<file path="config.mk">
export PLATFORM = sky130hd
export DESIGN_NAME = voice_host_interface_select
export DESIGN_NICKNAME = d
export VERILOG_FILES = /design/src/vhi_pkg.sv /design/src/pair_buffer.sv /design/src/voice_host_interface_select.sv
export SDC_FILE = /design/constraint.sdc
export NUM_CORES = 1
export LEC_CHECK = 0
export ABC_AREA = 1
export BUFFER_PORTS_ARGS = -buffer_cell sky130_fd_sc_hd__buf_2
export CAP_MARGIN = 20
export CORE_MARGIN = 8
export CORE_UTILIZATION = 40
export CTS_CLUSTER_DIAMETER = 120
export CTS_CLUSTER_SIZE = 14
export DETAILED_ROUTE_END_ITERATION = 10
export PLACE_DENSITY_LB_ADDON = 0.08
export SYNTH_ARGS = -nofsm -noshare
export SYNTH_HDL_FRONTEND = slang
export SYNTH_SLANG_ARGS = --single-unit
</file>
<file path="constraint.sdc">
create_clock -name clk -period 4.3 [get_ports clk]
set_input_delay 1.29 -clock clk [delete_from_list [all_inputs] [get_ports clk]]
set_output_delay 1.29 -clock clk [all_outputs]
set_load 0.02 [all_outputs]
</file>
<file path="src/vhi_pkg.sv">
package vhi_pkg;

  // system clock
  localparam int CLK_PERIOD_NS = 10;          // 100 MHz sampling clock

  // frame and bus geometry
  localparam int FRAME_HZ       = 8000;       // nominal frame rate, informative only
  localparam int BIT_CNT_W      = 10;         // up to 1024 bit periods per frame
  localparam int SLOT_BITS      = 8;          // one timeslot step in bit periods
  localparam int GCI_CHAN_BITS  = 32;         // four bytes per bus channel
  localparam int GCI_PAIR_BITS  = 64;         // two bus channels in single-bearer mode
  localparam int GCI_B2_OFS     = 8;          // second bearer byte within a channel
  localparam int GCI_CTL_OFS    = 16;         // monitor byte, then signalling byte
  localparam int GCI_CTL_LEN    = 16;         // monitor + signalling bits
  localparam int GCI_ENTRY_CLKS = 48;         // data clocks per frame that mean bus mode
  localparam int CTL_BYTE_BITS  = 8;          // control port byte length
  localparam int DET_CNT_W      = 6;          // detector counter width

  // control port chip-select off time
  localparam int CS_OFF_NS  = 200;
  localparam int CS_OFF_CYC = (CS_OFF_NS + CLK_PERIOD_NS - 1) / CLK_PERIOD_NS;

  // bits per channel per frame
  localparam logic [4:0] LEN_COMPANDED = 5'h08;
  localparam logic [4:0] LEN_ADPCM32   = 5'h04;
  localparam logic [4:0] LEN_ADPCM24   = 5'h03;
  localparam logic [4:0] LEN_LINEAR    = 5'h10;

  // voice sample formats
  typedef enum logic [1:0] {
    FMT_COMPANDED,
    FMT_ADPCM32,
    FMT_ADPCM24,
    FMT_LINEAR
  } sample_fmt_e;

  // digital interface mode
  typedef enum logic {
    MODE_HIGHWAY,
    MODE_GCI
  } bus_mode_e;

  localparam bus_mode_e MODE_RESET = MODE_HIGHWAY;

  // one frame of voice, both channels, left-justified
  typedef struct packed {
    logic [15:0] ch0;
    logic [15:0] ch1;
  } voice_pair_s;

  // monitor and signalling content of one bus channel
  typedef struct packed {
    logic [7:0] mon;
    logic [5:0] ci;
    logic       mr;
    logic       mx;
  } gci_ctl_s;

endpackage

</file>
<file path="src/pair_buffer.sv">
`timescale 1ns/1ps
// small shift-style buffer; head word, valid and ready all come from flops
module pair_buffer
  import vhi_pkg::*;
#(
  parameter int W     = 32,
  parameter int DEPTH = 2
) (
  // clock and reset
  input  wire logic         clk,
  input  wire logic         rst_n,
  // filling side
  input  wire logic         in_valid,
  output logic              in_ready,
  input  wire logic [W-1:0] in_data,
  // draining side
  output logic              out_valid,
  input  wire logic         out_ready,
  output logic [W-1:0]      out_data
);

  if (DEPTH < 2 || DEPTH > 8) begin : g_bad_depth
    $error("pair_buffer depth must be 2 to 8");
  end

  localparam int CW = $clog2(DEPTH + 1);

  logic [W-1:0]  mem_r   [DEPTH];        // entry 0 is the head
  logic [W-1:0]  mem_nxt [DEPTH];
  logic [CW-1:0] cnt_r;                  // words held
  logic [CW-1:0] cnt_nxt;
  logic          full_r;
  logic          empty_r;
  logic          push;
  logic          pop;
  logic [CW-1:0] wr_at;

  assign push      = in_valid && !full_r;
  assign pop       = out_ready && !empty_r;
  assign in_ready  = !full_r;
  assign out_valid = !empty_r;
  assign out_data  = mem_r[0];

  // next contents: shift on pop, then write behind the last word
  always_comb begin
    cnt_nxt = cnt_r;
    wr_at   = pop ? CW'(cnt_r - 1'b1) : cnt_r;
    for (int i = 0; i < DEPTH; i++) begin
      mem_nxt[i] = (pop && i < DEPTH - 1) ? mem_r[i + 1] : mem_r[i];
    end
    if (push) begin
      for (int i = 0; i < DEPTH; i++) begin
        if (CW'(i) == wr_at) begin
          mem_nxt[i] = in_data;
        end
      end
    end
    if (push && !pop) begin
      cnt_nxt = CW'(cnt_r + 1'b1);
    end else if (pop && !push) begin
      cnt_nxt = CW'(cnt_r - 1'b1);
    end
  end

  // storage and flags
  always_ff @(posedge clk or negedge rst_n) begin
    if (!rst_n) begin
      cnt_r   <= '0;
      full_r  <= 1'b0;
      empty_r <= 1'b1;
      for (int i = 0; i < DEPTH; i++) begin
        mem_r[i] <= '0;
      end
    end else begin
      cnt_r   <= cnt_nxt;
      full_r  <= (cnt_nxt == CW'(DEPTH));
      empty_r <= (cnt_nxt == '0);
      mem_r   <= mem_nxt;
    end
  end

endmodule

</file>
<file path="src/voice_host_interface_select.sv">
`timescale 1ns/1ps
module voice_host_interface_select
  import vhi_pkg::*;
(
  // clock and reset
  input  wire logic        clk,
  input  wire logic        rst_n,
  // voice highway pins (bit clock pin carries bus sync, sync pin carries data clock)
  input  wire logic        highway_bit_clock,
  input  wire logic        highway_frame_sync,
  input  wire logic        highway_rx_data,
  output logic             highway_tx_data,
  output logic             slot_drive_enable_out,
  // control port pins, shared with channel straps
  input  wire logic        control_shift_clock,
  input  wire logic        ctl_cs_n,
  input  wire logic        ctl_din,
  output logic             ctl_dout,
  output logic             ctl_dout_oe,
  input  wire logic        channel_strap_bit2,
  input  wire logic        bus_mode_strap,
  // configuration
  input  wire sample_fmt_e sample_format,
  input  wire logic        edge_select_bit,
  input  wire logic [2:0]  clock_slot,
  input  wire logic [6:0]  timeslot_ch0,
  input  wire logic [6:0]  timeslot_ch1,
  input  wire logic        ctl_reply_enable,
  input  wire logic [7:0]  ctl_reply,
  input  wire logic        overrun_clear,
  // voice toward the line
  input  wire logic        tx_valid,
  output logic             tx_ready,
  input  wire voice_pair_s tx_data,
  // voice from the line
  output logic             rx_valid,
  input  wire logic        rx_ready,
  output voice_pair_s      rx_data,
  output logic             rx_overrun,
  // bus monitor and signalling
  input  wire gci_ctl_s    gci_tx,
  output gci_ctl_s         gci_rx,
  // control bytes and status
  output logic             ctl_byte_valid,
  output logic [7:0]       ctl_byte,
  output logic             gci_mode
);

  localparam int NP = 7;                 // synchronised pins
  localparam int NL = 3;                 // lanes: ch0, ch1, bus control

  // pin synchronisers: three stages, a change counts once stages 2 and 3 agree
  logic [NP-1:0] pin_raw;
  logic [NP-1:0] s1_r, s2_r, s3_r;
  logic [NP-1:0] filt_r, filt_nxt;
  logic [NP-1:0] prev_r;
  logic [NP-1:0] rise, fall;

  assign pin_raw  = {channel_strap_bit2, ctl_din, ctl_cs_n, control_shift_clock,
                     highway_rx_data, highway_frame_sync, highway_bit_clock};
  assign filt_nxt = (s2_r & s3_r) | (filt_r & (s2_r ^ s3_r));
  assign rise     = filt_r & ~prev_r;
  assign fall     = ~filt_r & prev_r;

  always_ff @(posedge clk or negedge rst_n) begin
    if (!rst_n) begin
      s1_r   <= 7'h18;                   // all stages start at the idle levels,
      s2_r   <= 7'h18;                   // else a false select edge follows reset
      s3_r   <= 7'h18;
      filt_r <= 7'h18;                   // select and clock idle high
      prev_r <= 7'h18;
    end else begin
      s1_r   <= pin_raw;
      s2_r   <= s1_r;
      s3_r   <= s2_r;
      filt_r <= filt_nxt;
      prev_r <= filt_r;
    end
  end

  // filtered pin roles
  logic bclk_pin_rise, sync_pin_rise, sync_pin_fall, bclk_pin_fall;
  logic rx_bit, control_shift_clock_rise, control_shift_clock_fall, cs_low, cs_rise, cs_fall, din_bit;
  assign bclk_pin_rise = rise[0];
  assign bclk_pin_fall = fall[0];
  assign sync_pin_rise = rise[1];
  assign sync_pin_fall = fall[1];
  assign rx_bit        = filt_r[2];
  assign control_shift_clock_rise     = rise[3];
  assign control_shift_clock_fall     = fall[3];
  assign cs_low        = !filt_r[4];
  assign cs_rise       = rise[4];
  assign cs_fall       = fall[4];
  assign din_bit       = filt_r[5];

  // mode detection
  bus_mode_e            mode_r, mode_nxt;
  logic [DET_CNT_W-1:0] det_r, det_nxt;     // data clocks since last bus sync
  logic [3:0]           bits_r, bits_nxt;   // control bits this select period
  logic                 exit_hit;

  assign exit_hit = (mode_r == MODE_GCI) && cs_low && control_shift_clock_rise
                    && (bits_r == 4'(CTL_BYTE_BITS - 1));

  always_comb begin
    mode_nxt = mode_r;
    det_nxt  = det_r;
    if (exit_hit) begin
      mode_nxt = MODE_HIGHWAY;
      det_nxt  = '0;
    end else if (mode_r == MODE_HIGHWAY) begin
      if (bclk_pin_rise) begin
        // bit clock pin rising is the bus sync when the bus is wired
        if (det_r >= DET_CNT_W'(GCI_ENTRY_CLKS)) begin
          mode_nxt = MODE_GCI;
        end
        det_nxt = '0;
      end else if (sync_pin_rise && det_r != '1) begin
        det_nxt = DET_CNT_W'(det_r + 1'b1);
      end
    end else begin
      det_nxt = '0;
    end
  end

  always_ff @(posedge clk or negedge rst_n) begin
    if (!rst_n) begin
      mode_r <= MODE_RESET;
      det_r  <= '0;
    end else begin
      mode_r <= mode_nxt;
      det_r  <= det_nxt;
    end
  end

  // control port
  logic [7:0] in_sh_r, in_sh_nxt;        // keeps the last eight bits
  logic [7:0] out_sh_r, out_sh_nxt;
  logic [7:0] off_r, off_nxt;            // off time still to run
  logic       bad_r, bad_nxt;            // period opened too soon
  logic       bv_nxt;
  logic [7:0] byte_nxt;

  always_comb begin
    in_sh_nxt  = in_sh_r;
    out_sh_nxt = out_sh_r;
    bits_nxt   = bits_r;
    off_nxt    = off_r;
    bad_nxt    = bad_r;
    bv_nxt     = 1'b0;
    byte_nxt   = ctl_byte;
    if (!cs_low && off_r != '0) begin
      off_nxt = 8'(off_r - 1'b1);
    end
    if (cs_fall) begin
      bits_nxt   = '0;
      bad_nxt    = (off_r != '0);
      out_sh_nxt = ctl_reply;
    end else if (cs_low) begin
      if (control_shift_clock_rise) begin
        in_sh_nxt = {in_sh_r[6:0], din_bit};
        if (bits_r != 4'(CTL_BYTE_BITS)) begin
          bits_nxt = 4'(bits_r + 1'b1);
        end
      end
      if (control_shift_clock_fall) begin
        out_sh_nxt = {out_sh_r[6:0], 1'b0};
      end
    end
    if (cs_rise) begin
      off_nxt = 8'(CS_OFF_CYC);
      // fewer than eight bits, or a rushed select, is dropped
      if (bits_r == 4'(CTL_BYTE_BITS) && !bad_r) begin
        bv_nxt   = 1'b1;
        byte_nxt = in_sh_r;
      end
    end
  end

  always_ff @(posedge clk or negedge rst_n) begin
    if (!rst_n) begin
      in_sh_r        <= '0;
      out_sh_r       <= '0;
      bits_r         <= '0;
      off_r          <= '0;
      bad_r          <= 1'b0;
      ctl_byte_valid <= 1'b0;
      ctl_byte       <= '0;
      ctl_dout       <= 1'b0;
      ctl_dout_oe    <= 1'b0;
    end else begin
      in_sh_r        <= in_sh_nxt;
      out_sh_r       <= out_sh_nxt;
      bits_r         <= bits_nxt;
      off_r          <= off_nxt;
      bad_r          <= bad_nxt;
      ctl_byte_valid <= bv_nxt;
      ctl_byte       <= byte_nxt;
      ctl_dout       <= out_sh_nxt[7];
      ctl_dout_oe    <= cs_low && ctl_reply_enable && (mode_r == MODE_HIGHWAY);
    end
  end

  // serial voice engine
  logic                 frame_rise, launch, sample;
  logic [2:0]           strap;
  logic [BIT_CNT_W-1:0] base;
  logic [4:0]           fmt_len;
  logic [BIT_CNT_W-1:0] start [NL];
  logic [4:0]           len   [NL];
  logic                 en    [NL];
  logic [15:0]          word_r [NL], word_nxt [NL];
  logic [15:0]          rsh_r  [NL], rsh_nxt  [NL];
  logic [BIT_CNT_W-1:0] cnt_r, cnt_nxt, idx, diff;
  logic [1:0]           lane_r, lane_nxt;   // lane of last launched bit, 3 is none
  logic                 txb_nxt, oe_nxt, seen_r, ovr_nxt;
  logic                 tb_valid, tb_pop, rb_ready;
  voice_pair_s          tb_data, rb_data;
  gci_ctl_s             grx_nxt;

  // highway: bit clock on its pin; bus: data clock on the sync pin
  assign frame_rise = gci_mode ? bclk_pin_rise : sync_pin_rise;
  assign launch = gci_mode ? (edge_select_bit ? sync_pin_rise : sync_pin_fall)
                           : (edge_select_bit ? bclk_pin_rise : bclk_pin_fall);
  assign sample = gci_mode ? (edge_select_bit ? sync_pin_fall : sync_pin_rise)
                           : (edge_select_bit ? bclk_pin_fall : bclk_pin_rise);
  assign strap  = {filt_r[6], filt_r[5], filt_r[3]};
  assign tb_pop = frame_rise;

  always_comb begin
    case (sample_format)
      FMT_COMPANDED: fmt_len = LEN_COMPANDED;
      FMT_ADPCM32:   fmt_len = LEN_ADPCM32;
      FMT_ADPCM24:   fmt_len = LEN_ADPCM24;
      FMT_LINEAR:    fmt_len = LEN_LINEAR;
      default:       fmt_len = LEN_COMPANDED;
    endcase
    // single bearer ignores the top strap and takes a channel pair
    base = bus_mode_strap ? BIT_CNT_W'(strap[1:0] * GCI_PAIR_BITS)
                          : BIT_CNT_W'(strap * GCI_CHAN_BITS);
    if (!gci_mode) begin
      start[0] = BIT_CNT_W'(clock_slot) + BIT_CNT_W'(timeslot_ch0 * SLOT_BITS);
      start[1] = BIT_CNT_W'(clock_slot) + BIT_CNT_W'(timeslot_ch1 * SLOT_BITS);
      len[0]   = fmt_len;
      len[1]   = fmt_len;
      en[2]    = 1'b0;
    end else begin
      start[0] = base;
      start[1] = bus_mode_strap ? BIT_CNT_W'(base + GCI_CHAN_BITS)
                                : BIT_CNT_W'(base + GCI_B2_OFS);
      len[0]   = (bus_mode_strap || fmt_len < LEN_COMPANDED) ? fmt_len : LEN_COMPANDED;
      len[1]   = len[0];
      en[2]    = 1'b1;
    end
    start[2] = BIT_CNT_W'(base + GCI_CTL_OFS);
    len[2]   = 5'(GCI_CTL_LEN);
    en[0]    = 1'b1;
    en[1]    = 1'b1;
  end

  // frame counter, lane hit, shifters
  always_comb begin
    idx      = frame_rise ? '0 : cnt_r;
    cnt_nxt  = idx;
    lane_nxt = lane_r;
    txb_nxt  = highway_tx_data;
    oe_nxt   = slot_drive_enable_out;
    diff     = '0;
    ovr_nxt  = rx_overrun && !overrun_clear;
    for (int k = 0; k < NL; k++) begin
      word_nxt[k] = word_r[k];
      rsh_nxt[k]  = rsh_r[k];
    end
    if (frame_rise) begin
      word_nxt[0] = tb_valid ? tb_data.ch0 : 16'h0000;
      word_nxt[1] = tb_valid ? tb_data.ch1 : 16'h0000;
      word_nxt[2] = gci_tx;
      for (int k = 0; k < NL; k++) begin
        rsh_nxt[k] = '0;
      end
      if (seen_r && !rb_ready) begin
        ovr_nxt = 1'b1;                                         // set wins over clear
      end
      lane_nxt = 2'h3;
    end
    if (launch) begin
      txb_nxt  = 1'b0;
      oe_nxt   = 1'b0;
      lane_nxt = 2'h3;
      for (int k = 0; k < NL; k++) begin
        diff = BIT_CNT_W'(idx - start[k]);
        if (en[k] && idx >= start[k] && diff < BIT_CNT_W'(len[k])) begin
          txb_nxt  = word_nxt[k][4'hf - diff[3:0]];
          oe_nxt   = 1'b1;
          lane_nxt = 2'(k);
        end
      end
      if (idx != '1) begin
        cnt_nxt = BIT_CNT_W'(idx + 1'b1);
      end
    end
    if (sample && lane_r != 2'h3) begin
      for (int k = 0; k < NL; k++) begin
        if (lane_r == 2'(k)) begin
          rsh_nxt[k] = {rsh_r[k][14:0], rx_bit};
        end
      end
    end
  end

  // frame word for the receive buffer, left-justified like transmit
  assign rb_data.ch0 = rsh_r[0] << (5'h10 - len[0]);
  assign rb_data.ch1 = rsh_r[1] << (5'h10 - len[1]);
  assign grx_nxt     = rsh_r[2];

  always_ff @(posedge clk or negedge rst_n) begin
    if (!rst_n) begin
      cnt_r                 <= '0;
      lane_r                <= 2'h3;
      seen_r                <= 1'b0;
      highway_tx_data       <= 1'b0;
      slot_drive_enable_out <= 1'b0;
      rx_overrun            <= 1'b0;
      gci_rx                <= '0;
      gci_mode              <= 1'b0;
      for (int k = 0; k < NL; k++) begin
        word_r[k] <= '0;
        rsh_r[k]  <= '0;
      end
    end else begin
      cnt_r                 <= cnt_nxt;
      lane_r                <= lane_nxt;
      seen_r                <= seen_r || frame_rise;
      highway_tx_data       <= txb_nxt;
      slot_drive_enable_out <= oe_nxt;
      rx_overrun            <= ovr_nxt;
      gci_mode              <= (mode_nxt == MODE_GCI);
      if (frame_rise && seen_r) begin
        gci_rx <= grx_nxt;
      end
      word_r <= word_nxt;
      rsh_r  <= rsh_nxt;
    end
  end

  // voice toward the line: drained once per frame
  pair_buffer #(.W(32), .DEPTH(2)) u_tx_buf (
    .clk       (clk),
    .rst_n     (rst_n),
    .in_valid  (tx_valid),
    .in_ready  (tx_ready),
    .in_data   (tx_data),
    .out_valid (tb_valid),
    .out_ready (tb_pop),
    .out_data  (tb_data)
  );

  // voice from the line: a stalled reader holds up to two frames
  pair_buffer #(.W(32), .DEPTH(2)) u_rx_buf (
    .clk       (clk),
    .rst_n     (rst_n),
    .in_valid  (frame_rise && seen_r),
    .in_ready  (rb_ready),
    .in_data   (rb_data),
    .out_valid (rx_valid),
    .out_ready (rx_ready),
    .out_data  (rx_data)
  );

  // checks
  chk_reset_mode: assert property (@(posedge clk) $rose(rst_n) |-> mode_r == MODE_HIGHWAY)
    else $error("mode not highway after reset");
  chk_gci_entry: assert property (@(posedge clk) disable iff (!rst_n)
    (mode_r == MODE_HIGHWAY && bclk_pin_rise && !exit_hit && det_r >= 6'h30)
      |=> mode_r == MODE_GCI ##1 gci_mode)
    else $error("bus mode not entered");
  chk_no_entry: assert property (@(posedge clk) disable iff (!rst_n)
    (mode_r == MODE_HIGHWAY && bclk_pin_rise && det_r < 6'h30) |=> mode_r == MODE_HIGHWAY)
    else $error("bus mode entered too early");
  chk_gci_exit: assert property (@(posedge clk) disable iff (!rst_n)
    (mode_r == MODE_GCI && cs_low && control_shift_clock_rise && bits_r == 4'h7) |=> mode_r == MODE_HIGHWAY)
    else $error("bus mode not left");
  chk_det_restart: assert property (@(posedge clk) disable iff (!rst_n)
    (mode_r != $past(mode_r)) |-> det_r == '0)
    else $error("detector not restarted");
  chk_short_drop: assert property (@(posedge clk) disable iff (!rst_n)
    (cs_rise && bits_r < 4'h8) |=> !ctl_byte_valid)
    else $error("short byte delivered");
  chk_byte_deliver: assert property (@(posedge clk) disable iff (!rst_n)
    (cs_rise && bits_r == 4'h8 && !bad_r) |=> ctl_byte_valid && ctl_byte == $past(in_sh_r))
    else $error("byte not delivered");
  chk_idle_hold: assert property (@(posedge clk) disable iff (!rst_n)
    (!cs_low && !$past(cs_low)) |-> $stable(in_sh_r) && $stable(bits_r))
    else $error("bits moved with select high");
  chk_frame_start: assert property (@(posedge clk) disable iff (!rst_n)
    (frame_rise && !launch) |=> cnt_r == '0)
    else $error("frame counter not restarted");
  chk_slot_place: assert property (@(posedge clk) disable iff (!rst_n)
    (!gci_mode && launch && !frame_rise && cnt_r == start[0] && cnt_r != start[1])
      |=> slot_drive_enable_out && highway_tx_data == $past(word_r[0][15]))
    else $error("first channel bit misplaced");

endmodule

</file>
==> flow_summary_export.csv, run 1 <==
group,metric,value,unit
clock_network,cts_tree,"done",
detailed_routing,drtAntennaViolNets,0,
synth,synth_edf_count,0,
layout,drive_above_1_share,13.8,%
sta,layout_setup_ws,0.500,ns
clock_network,cts_buffers,28,
layout,layout.cells.non_filler,2678,
synth,ys.flop_type,"dfrtp_1",
place,placed_cells,2626,
worst_setup_path,cp.required,4.76,ns
sta,tightest_slew,0.998,ns
floorplanning,die_x,222,um
global_routing,antenna_found_initial,0,
global_routing,grt_max_degree,81,
clock_network,root_buffer,"clkbuf_16",
layout,antenna_cells,0,
sta,setup_tns,0,ns
place,place_hpwl,30.3,mm
sta,grt_setup_unrepaired,"false",
worst_setup_path,crit_arrival,4.26,ns
clock_network,cts_max_path_buffers,3,
clock_network,htreeDepth,1,
sta,layout_min_cycle_time,3.80,ns
layout,area_delta_synth_final,11.2,%
sta,clock.fmax,263,MHz
detailed_routing,via_per_inst,5.03,
job,drv_cap,0,
sta,slew_violations,0,
clock_network,post-cts-setup-buffer-count,0,
place,port_buffers,154,
sta,hold_violations,0,
synth,syn_avg_cell_area,8.39,um^2
sta,maxSlewHeadroom,33.3,%
global_routing,grt.overflow.total,0,
clock_network,clkLatencyLatePin,0.57,ns
synth,ys_async_sr_fraction,100,%
place,gp_congestion,0.898,
synth,synth_warnings,0,
floorplanning,dieArea,49300,um^2
worst_setup_path,crit_type,"reg2reg",
layout,fill_cells,4252,
place,pre_cts_ws,0.344,ns
sta,setup_viol,0,
synth,syn_area,17000,um^2
sta,clock_skew,0.0153,ns
worst_setup_path,crit_slowest_cell,"dfrtp_1",
clock_network,path_clk_slew,0.07,ns
power,leakage,9.24,nW
worst_setup_path,worst-path-max-fanout,13,
sta,fin_crit_sh,88.4,%
floorplanning,rows,75,
synth,synthDistinctLibCells,54,
detailed_routing,drc,0,
worst_hold_path,hold_class,"reg2reg",
detailed_routing,dr.pass1.iters,5,
power,p_per_area,528,nW/um^2
worst_setup_path,endpoint_kind,"flop",
global_routing,grt_pass1_vias,13500,
floorplanning,io_pins,155,
power,ir_drop,356,uV
detailed_routing,wirelength,42.8,mm
synth,synth-seq-cells,342,
synth,syn_nets,2156,
detailed_routing,drtIter0Drc,932,
detailed_routing,vias,13500,
clock_network,cts_num_sinks,342,
detailed_routing,wl_per_cell,16.0,um
floorplanning,coreArea,41900,um^2
status,status,"finished clean",
worst_setup_path,cp_slowest_stage_delay,0.45,ns
clock_network,holdBufCountCts,0,
layout,final_nets,2250,
worst_setup_path,cp_common_cell,"nand2_1",
floorplanning,start_util,40.5,%
synth,synth-seq-area-share,50.5,%
synth,syn_inst,2023,
worst_setup_path,startpoint_type,"flop",
global_routing,grt_usage,17.2,%
global_routing,grt_pass1_wl,71.2,mm
floorplanning,die_h,222,um
clock_network,cts_resized,0,
==> worst max-delay path, delay by kind of cell, from the launching register on <==
kind / cells / cell delay, ns
adders and majority gates: 2 / 0.58
buffers and inverters: 5 / 0.78
AOI/OAI and AO/OA: 2 / 0.33
and+or+nand+nor: 16 / 1.55
DFF: 1 / 0.45
==> cell families (layout without fill, tap and decap cells) <==
kind of cell,count (synthesis),after routing,share of synthesized area [%]
AO/OA/AOI/OAI,372,372,12.9
XOR/XNOR,18,18,0.929
adder cells (fa/ha/maj),43,43,3.21
buffers and inverters,354,470,9.13
flip-flops,342,342,50.5
multiplexers,33,33,2.18
AND/OR/NAND/NOR,861,861,21.1
==> cell usage after synthesis (9+ instances only) <==
master    number  area share, %
o21ai_0      172            5.1
buf_2         11           0.32
xor2_1        13           0.67
nor3_1        15           0.44
a21oi_1       48            1.4
nand2_1      553             12
buf_4         49            2.2
o211ai_1      30            1.3
dfrtp_1      328             48
dfstp_2       14            2.2
o21ai_1        9           0.27
inv_1        219            4.8
nand4_1       11           0.41
ha_1          42            3.1
nand3_1      141            4.2
nor2_1       116            2.6
clkbuf_1      54            1.2
a31oi_1       57            2.1
mux2_2        28            1.9
==> layout make-up <==
cell class | count | area (um^2) | share of cell area (%)
Clock buffer | 51 | 808 | 4.28
Tap cell | 539 | 674 | 3.57
Timing Repair Buffer | 189 | 1080 | 5.73
Multi-Input combinational cell | 1327 | 6860 | 36.4
Inverter | 229 | 860 | 4.56
Sequential cell | 342 | 8580 | 45.5
Clock inverter | 1 | 8.76 | 0.0464
==> flip-flops by register name (all words and copies together), names as in the netlist, 8 cells and up <==
| register | cells |
|---|---|
| word_r | 48 |
| u_rx_buf.out_data | 32 |
| in_sh_r | 8 |
| grx_nxt | 16 |
| u_rx_buf.mem_r | 32 |
| off_r | 8 |
| ctl_byte | 8 |
| gci_rx | 16 |
| u_tx_buf.mem_r | 32 |
| u_tx_buf.out_data | 32 |
| rsh_r | 32 |
| out_sh_r | 8 |
| cnt_r | 10 |
==> metrics by stage <==
step                util [%]  power [mW]  area (um^2)  hold WS [ns]
CTS                     45.0        10.1        18900         0.352
floorplan                  -        6.81        17000         0.331
global route            45.0        10.7        18900         0.358
detailed placement      43.0        7.61        18100         0.336
global placement        43.0        7.55        18100         0.334
finish                  45.0        9.96        18900         0.349
==> per-layer routing <==
metal	routed length (um)	track usage, %	vias up
met5	0	0	-
met3	1780	2.80	49
li1	-	-	6751
met1	20600	24.1	6437
met2	19500	27.9	234
met4	853	3.81	0
==> worst paths after layout <==
check	start	endpoint	slack (ns)	depth (start not counted)
max reg2reg	gci_mode	highway_tx_data	0.50	25
min	s1_r[2]	s2_r[2]	0.35	0
min in group asynchronous	rst_n	gci_rx[6]	0.69	1
max	gci_mode	highway_tx_data	0.50	25
min reg2reg	s1_r[2]	s2_r[2]	0.35	0
max in group asynchronous	rst_n	u_rx_buf.empty_r	2.63	2
==> where the power goes <==
| part | internal (mW) | total (mW) | switching [mW] | leakage, nW |
|---|---|---|---|---|
| Clock | 1.26 | 2.45 | 1.18 | 0.388 |
| Combinational | 1.11 | 3.01 | 1.89 | 4.46 |
| Sequential | 4.08 | 4.50 | 0.418 | 4.40 |
==> placed cells by master, fill, tap and decap left out, drive strengths merged, types with 2 or more instances in the layout <==
| cell | n |
|---|---|
| o211ai | 30 |
| a221oi | 3 |
| nand2 | 556 |
| nor3 | 17 |
| mux2 | 32 |
| a31oi | 58 |
| o21a | 3 |
| dfstp | 14 |
| a21o | 8 |
| clkbuf | 51 |
| a32o | 8 |
| o22ai | 4 |
| clkinv | 3 |
| nor3b | 2 |
| dfrtp | 328 |
| o31ai | 2 |
| nor2 | 124 |
| o21bai | 4 |
| ha | 42 |
| buf | 189 |
| xnor2 | 5 |
| a211oi | 8 |
| o21ai | 183 |
| a22oi | 8 |
| nand4 | 11 |
| nand3 | 148 |
| a21oi | 50 |
| inv | 227 |
| xor2 | 13 |
| o221ai | 2 |
Power figures use the tool's default switching activity.
==> run 2, diff against run 1 <==
--- a/config.mk
+++ b/config.mk
@@ -6,7 +6,7 @@
 export NUM_CORES = 1
 export LEC_CHECK = 0
 export ABC_AREA = 1
-export BUFFER_PORTS_ARGS = -buffer_cell sky130_fd_sc_hd__buf_2
+export BUFFER_PORTS_ARGS = -buffer_cell sky130_fd_sc_hd__clkbuf_2
 export CAP_MARGIN = 20
 export CORE_MARGIN = 8
 export CORE_UTILIZATION = 40
==> run 2 against run 1 <==
Wire length fell by 0.13%. Final area up 0.17%. Largest cell class unchanged. Clock-buffer cell count decreased by 1. Final cell count is essentially flat.
==> flow_summary_export.csv, run 2 (same netlist as run 1, synthesis figures left out) <==
group,metric,value,unit
worst_setup_path,crit_type,"reg2reg",
clock_network,root_buffer,"clkbuf_16",
power,leakage,9.23,nW
clock_network,cts_max_path_buffers,3,
power,p_per_area,526,nW/um^2
sta,hold_violations,0,
sta,clock.fmax,270,MHz
layout,largest_register,"word_r",
place,port_buffers,154,
global_routing,grt.overflow.total,0,
layout,largest_reg_flops,48,
clock_network,holdBufCountCts,0,
floorplanning,start_util,40.5,%
sta,grt_setup_unrepaired,"false",
sta,fin_crit_sh,86.0,%
worst_setup_path,r2r-start,"gci_mode",
layout,final_util,45.1,%
detailed_routing,drc,0,
clock_network,post-cts-setup-buffer-count,0,
clock_network,cts_tree,"done",
place,gp_congestion,0.864,
detailed_routing,wirelength,42.7,mm
global_routing,grt_usage,17.2,%
sta,setup_tns,0,ns
worst_hold_path,hold-path-endpoint,"s2_r[1]",
clock_network,cts_resized,0,
detailed_routing,wl_per_cell,15.9,um
floorplanning,coreArea,41900,um^2
sta,clock_skew,0.0159,ns
worst_hold_path,min_path_cells,0,
detailed_routing,dr.pass1.iters,7,
clock_network,cts_num_sinks,342,
sta,slew_violations,0,
worst_setup_path,timing.rr.end,"highway_tx_data",
sta,tightest_slew,0.930,ns
floorplanning,die_x,222,um
clock_network,clkLatencyLatePin,0.56,ns
sta,layout_min_cycle_time,3.70,ns
worst_hold_path,holdCritStartpoint,"s1_r[1]",
job,drv_cap,0,
detailed_routing,drtAntennaViolNets,0,
worst_setup_path,startpoint_type,"flop",
status,status,"finished clean",
global_routing,antenna_found_initial,0,
floorplanning,io_pins,155,
layout,drive_above_1_share,13.9,%
global_routing,grt_max_degree,84,
place,place_hpwl,30.6,mm
worst_setup_path,cp.required,4.76,ns
detailed_routing,vias,13500,
global_routing,grt_pass1_wl,71.5,mm
layout,area_delta_synth_final,11.3,%
worst_setup_path,endpoint_kind,"flop",
floorplanning,dieArea,49300,um^2
power,power,9.94,mW
floorplanning,rows,75,
power,ir_drop,394,uV
layout,final_cell_mix,"552 x nand2_1, 328 x dfrtp_1, 219 x inv_1",
detailed_routing,via_per_inst,5.03,
worst_setup_path,rrSetupSlack,0.60,ns
worst_setup_path,crit_arrival,4.16,ns
clock_network,cts_buffers,28,
sta,maxSlewHeadroom,37.8,%
worst_setup_path,worst-path-max-fanout,13,
layout,antenna_cells,0,
floorplanning,die_h,222,um
detailed_routing,drtIter0Drc,909,
clock_network,path_clk_slew,0.07,ns
worst_setup_path,ff2ff_path_depth,25,
layout,final_nets,2251,
layout,layout_commonest_cell,"nand2_1",
global_routing,grt_pass1_vias,13400,
sta,setup_viol,0,
clock_network,htreeDepth,1,
sta,hold_slack,0.349,ns
worst_hold_path,hold_class,"reg2reg",
[run 2: changes by cell type in the layout (fill, tap and decap cells not counted), moves of 2 or more]
| cell | change |
|---|---|
| buf_2 | -153 |
| buf_12 | +2 |
| buf_4 | -2 |
| clkbuf_2 | +153 |
[run 2: metrics by stage]
| step | cells | setup slack, ns | area [um^2] |
|---|---|---|---|
| after global placement | 2626 | 0.374 | 18100 |
| after CTS | 2678 | 0.659 | 18900 |
| after detailed placement | 2626 | 0.348 | 18100 |
| after floorplan | 2023 | 0.642 | 17000 |
| after global routing | 2679 | 0.262 | 18900 |
| final | 2679 | 0.601 | 18900 |
[run 2: area by class of cell]
cell class / count / area (um^2)
clock inverter: 2 / 25.0
timing repair buffer: 190 / 1120
sequential: 342 / 8580
inverter: 229 / 860
tap: 539 / 674
fill: 4220 / 23000
multi-input combinational: 1327 / 6860
clock buffer: 50 / 783
[run 2: worst max path at each step]
stage	from	endpoint	slack [ns]
finish	gci_mode	highway_tx_data	0.60
global route	gci_mode	highway_tx_data	0.26
CTS	gci_mode	highway_tx_data	0.66
detailed placement	clock_slot[0]	highway_tx_data	0.35
global placement	clock_slot[0]	highway_tx_data	0.37
floorplan	sample_format[0]	u_rx_buf.out_data[15]	0.64
[run 2: where the power goes]
group	internal (mW)	switching (mW)	leakage (nW)	total, mW
sequential	4.08	0.428	4.40	4.51
combinational	1.11	1.89	4.45	3.00
clock	1.23	1.19	0.382	2.42
total	6.43	3.51	9.23	9.94
[run 2: worst max-delay path, cell delays in order (launching register included)]
cell and delay [ns]:
dfrtp_1 0.41, inv_2 0.12, buf_4 0.21, nand2_1 0.11
nand2_4 0.07, nand2_1 0.14, inv_1 0.22, ha_1 0.32
nand3_1 0.11, nand3_1 0.24, inv_1 0.15, nand2_1 0.06
nand2_1 0.08, inv_1 0.06, ha_1 0.26, o21a_1 0.18
a21oi_1 0.13, nand2_1 0.06, nor2_1 0.08, nand2_1 0.06
nor2_1 0.15, nand2_1 0.11, nand3_1 0.10, nand2_1 0.06
nand2_1 0.05, nand2_1 0.04
[run 2: per-layer routing]
layer	GRT usage (%)	share of wire, %
met2	27.9	45
met1	24.3	49
met4	3.68	1.5
met3	2.49	3.7
met5	0	0
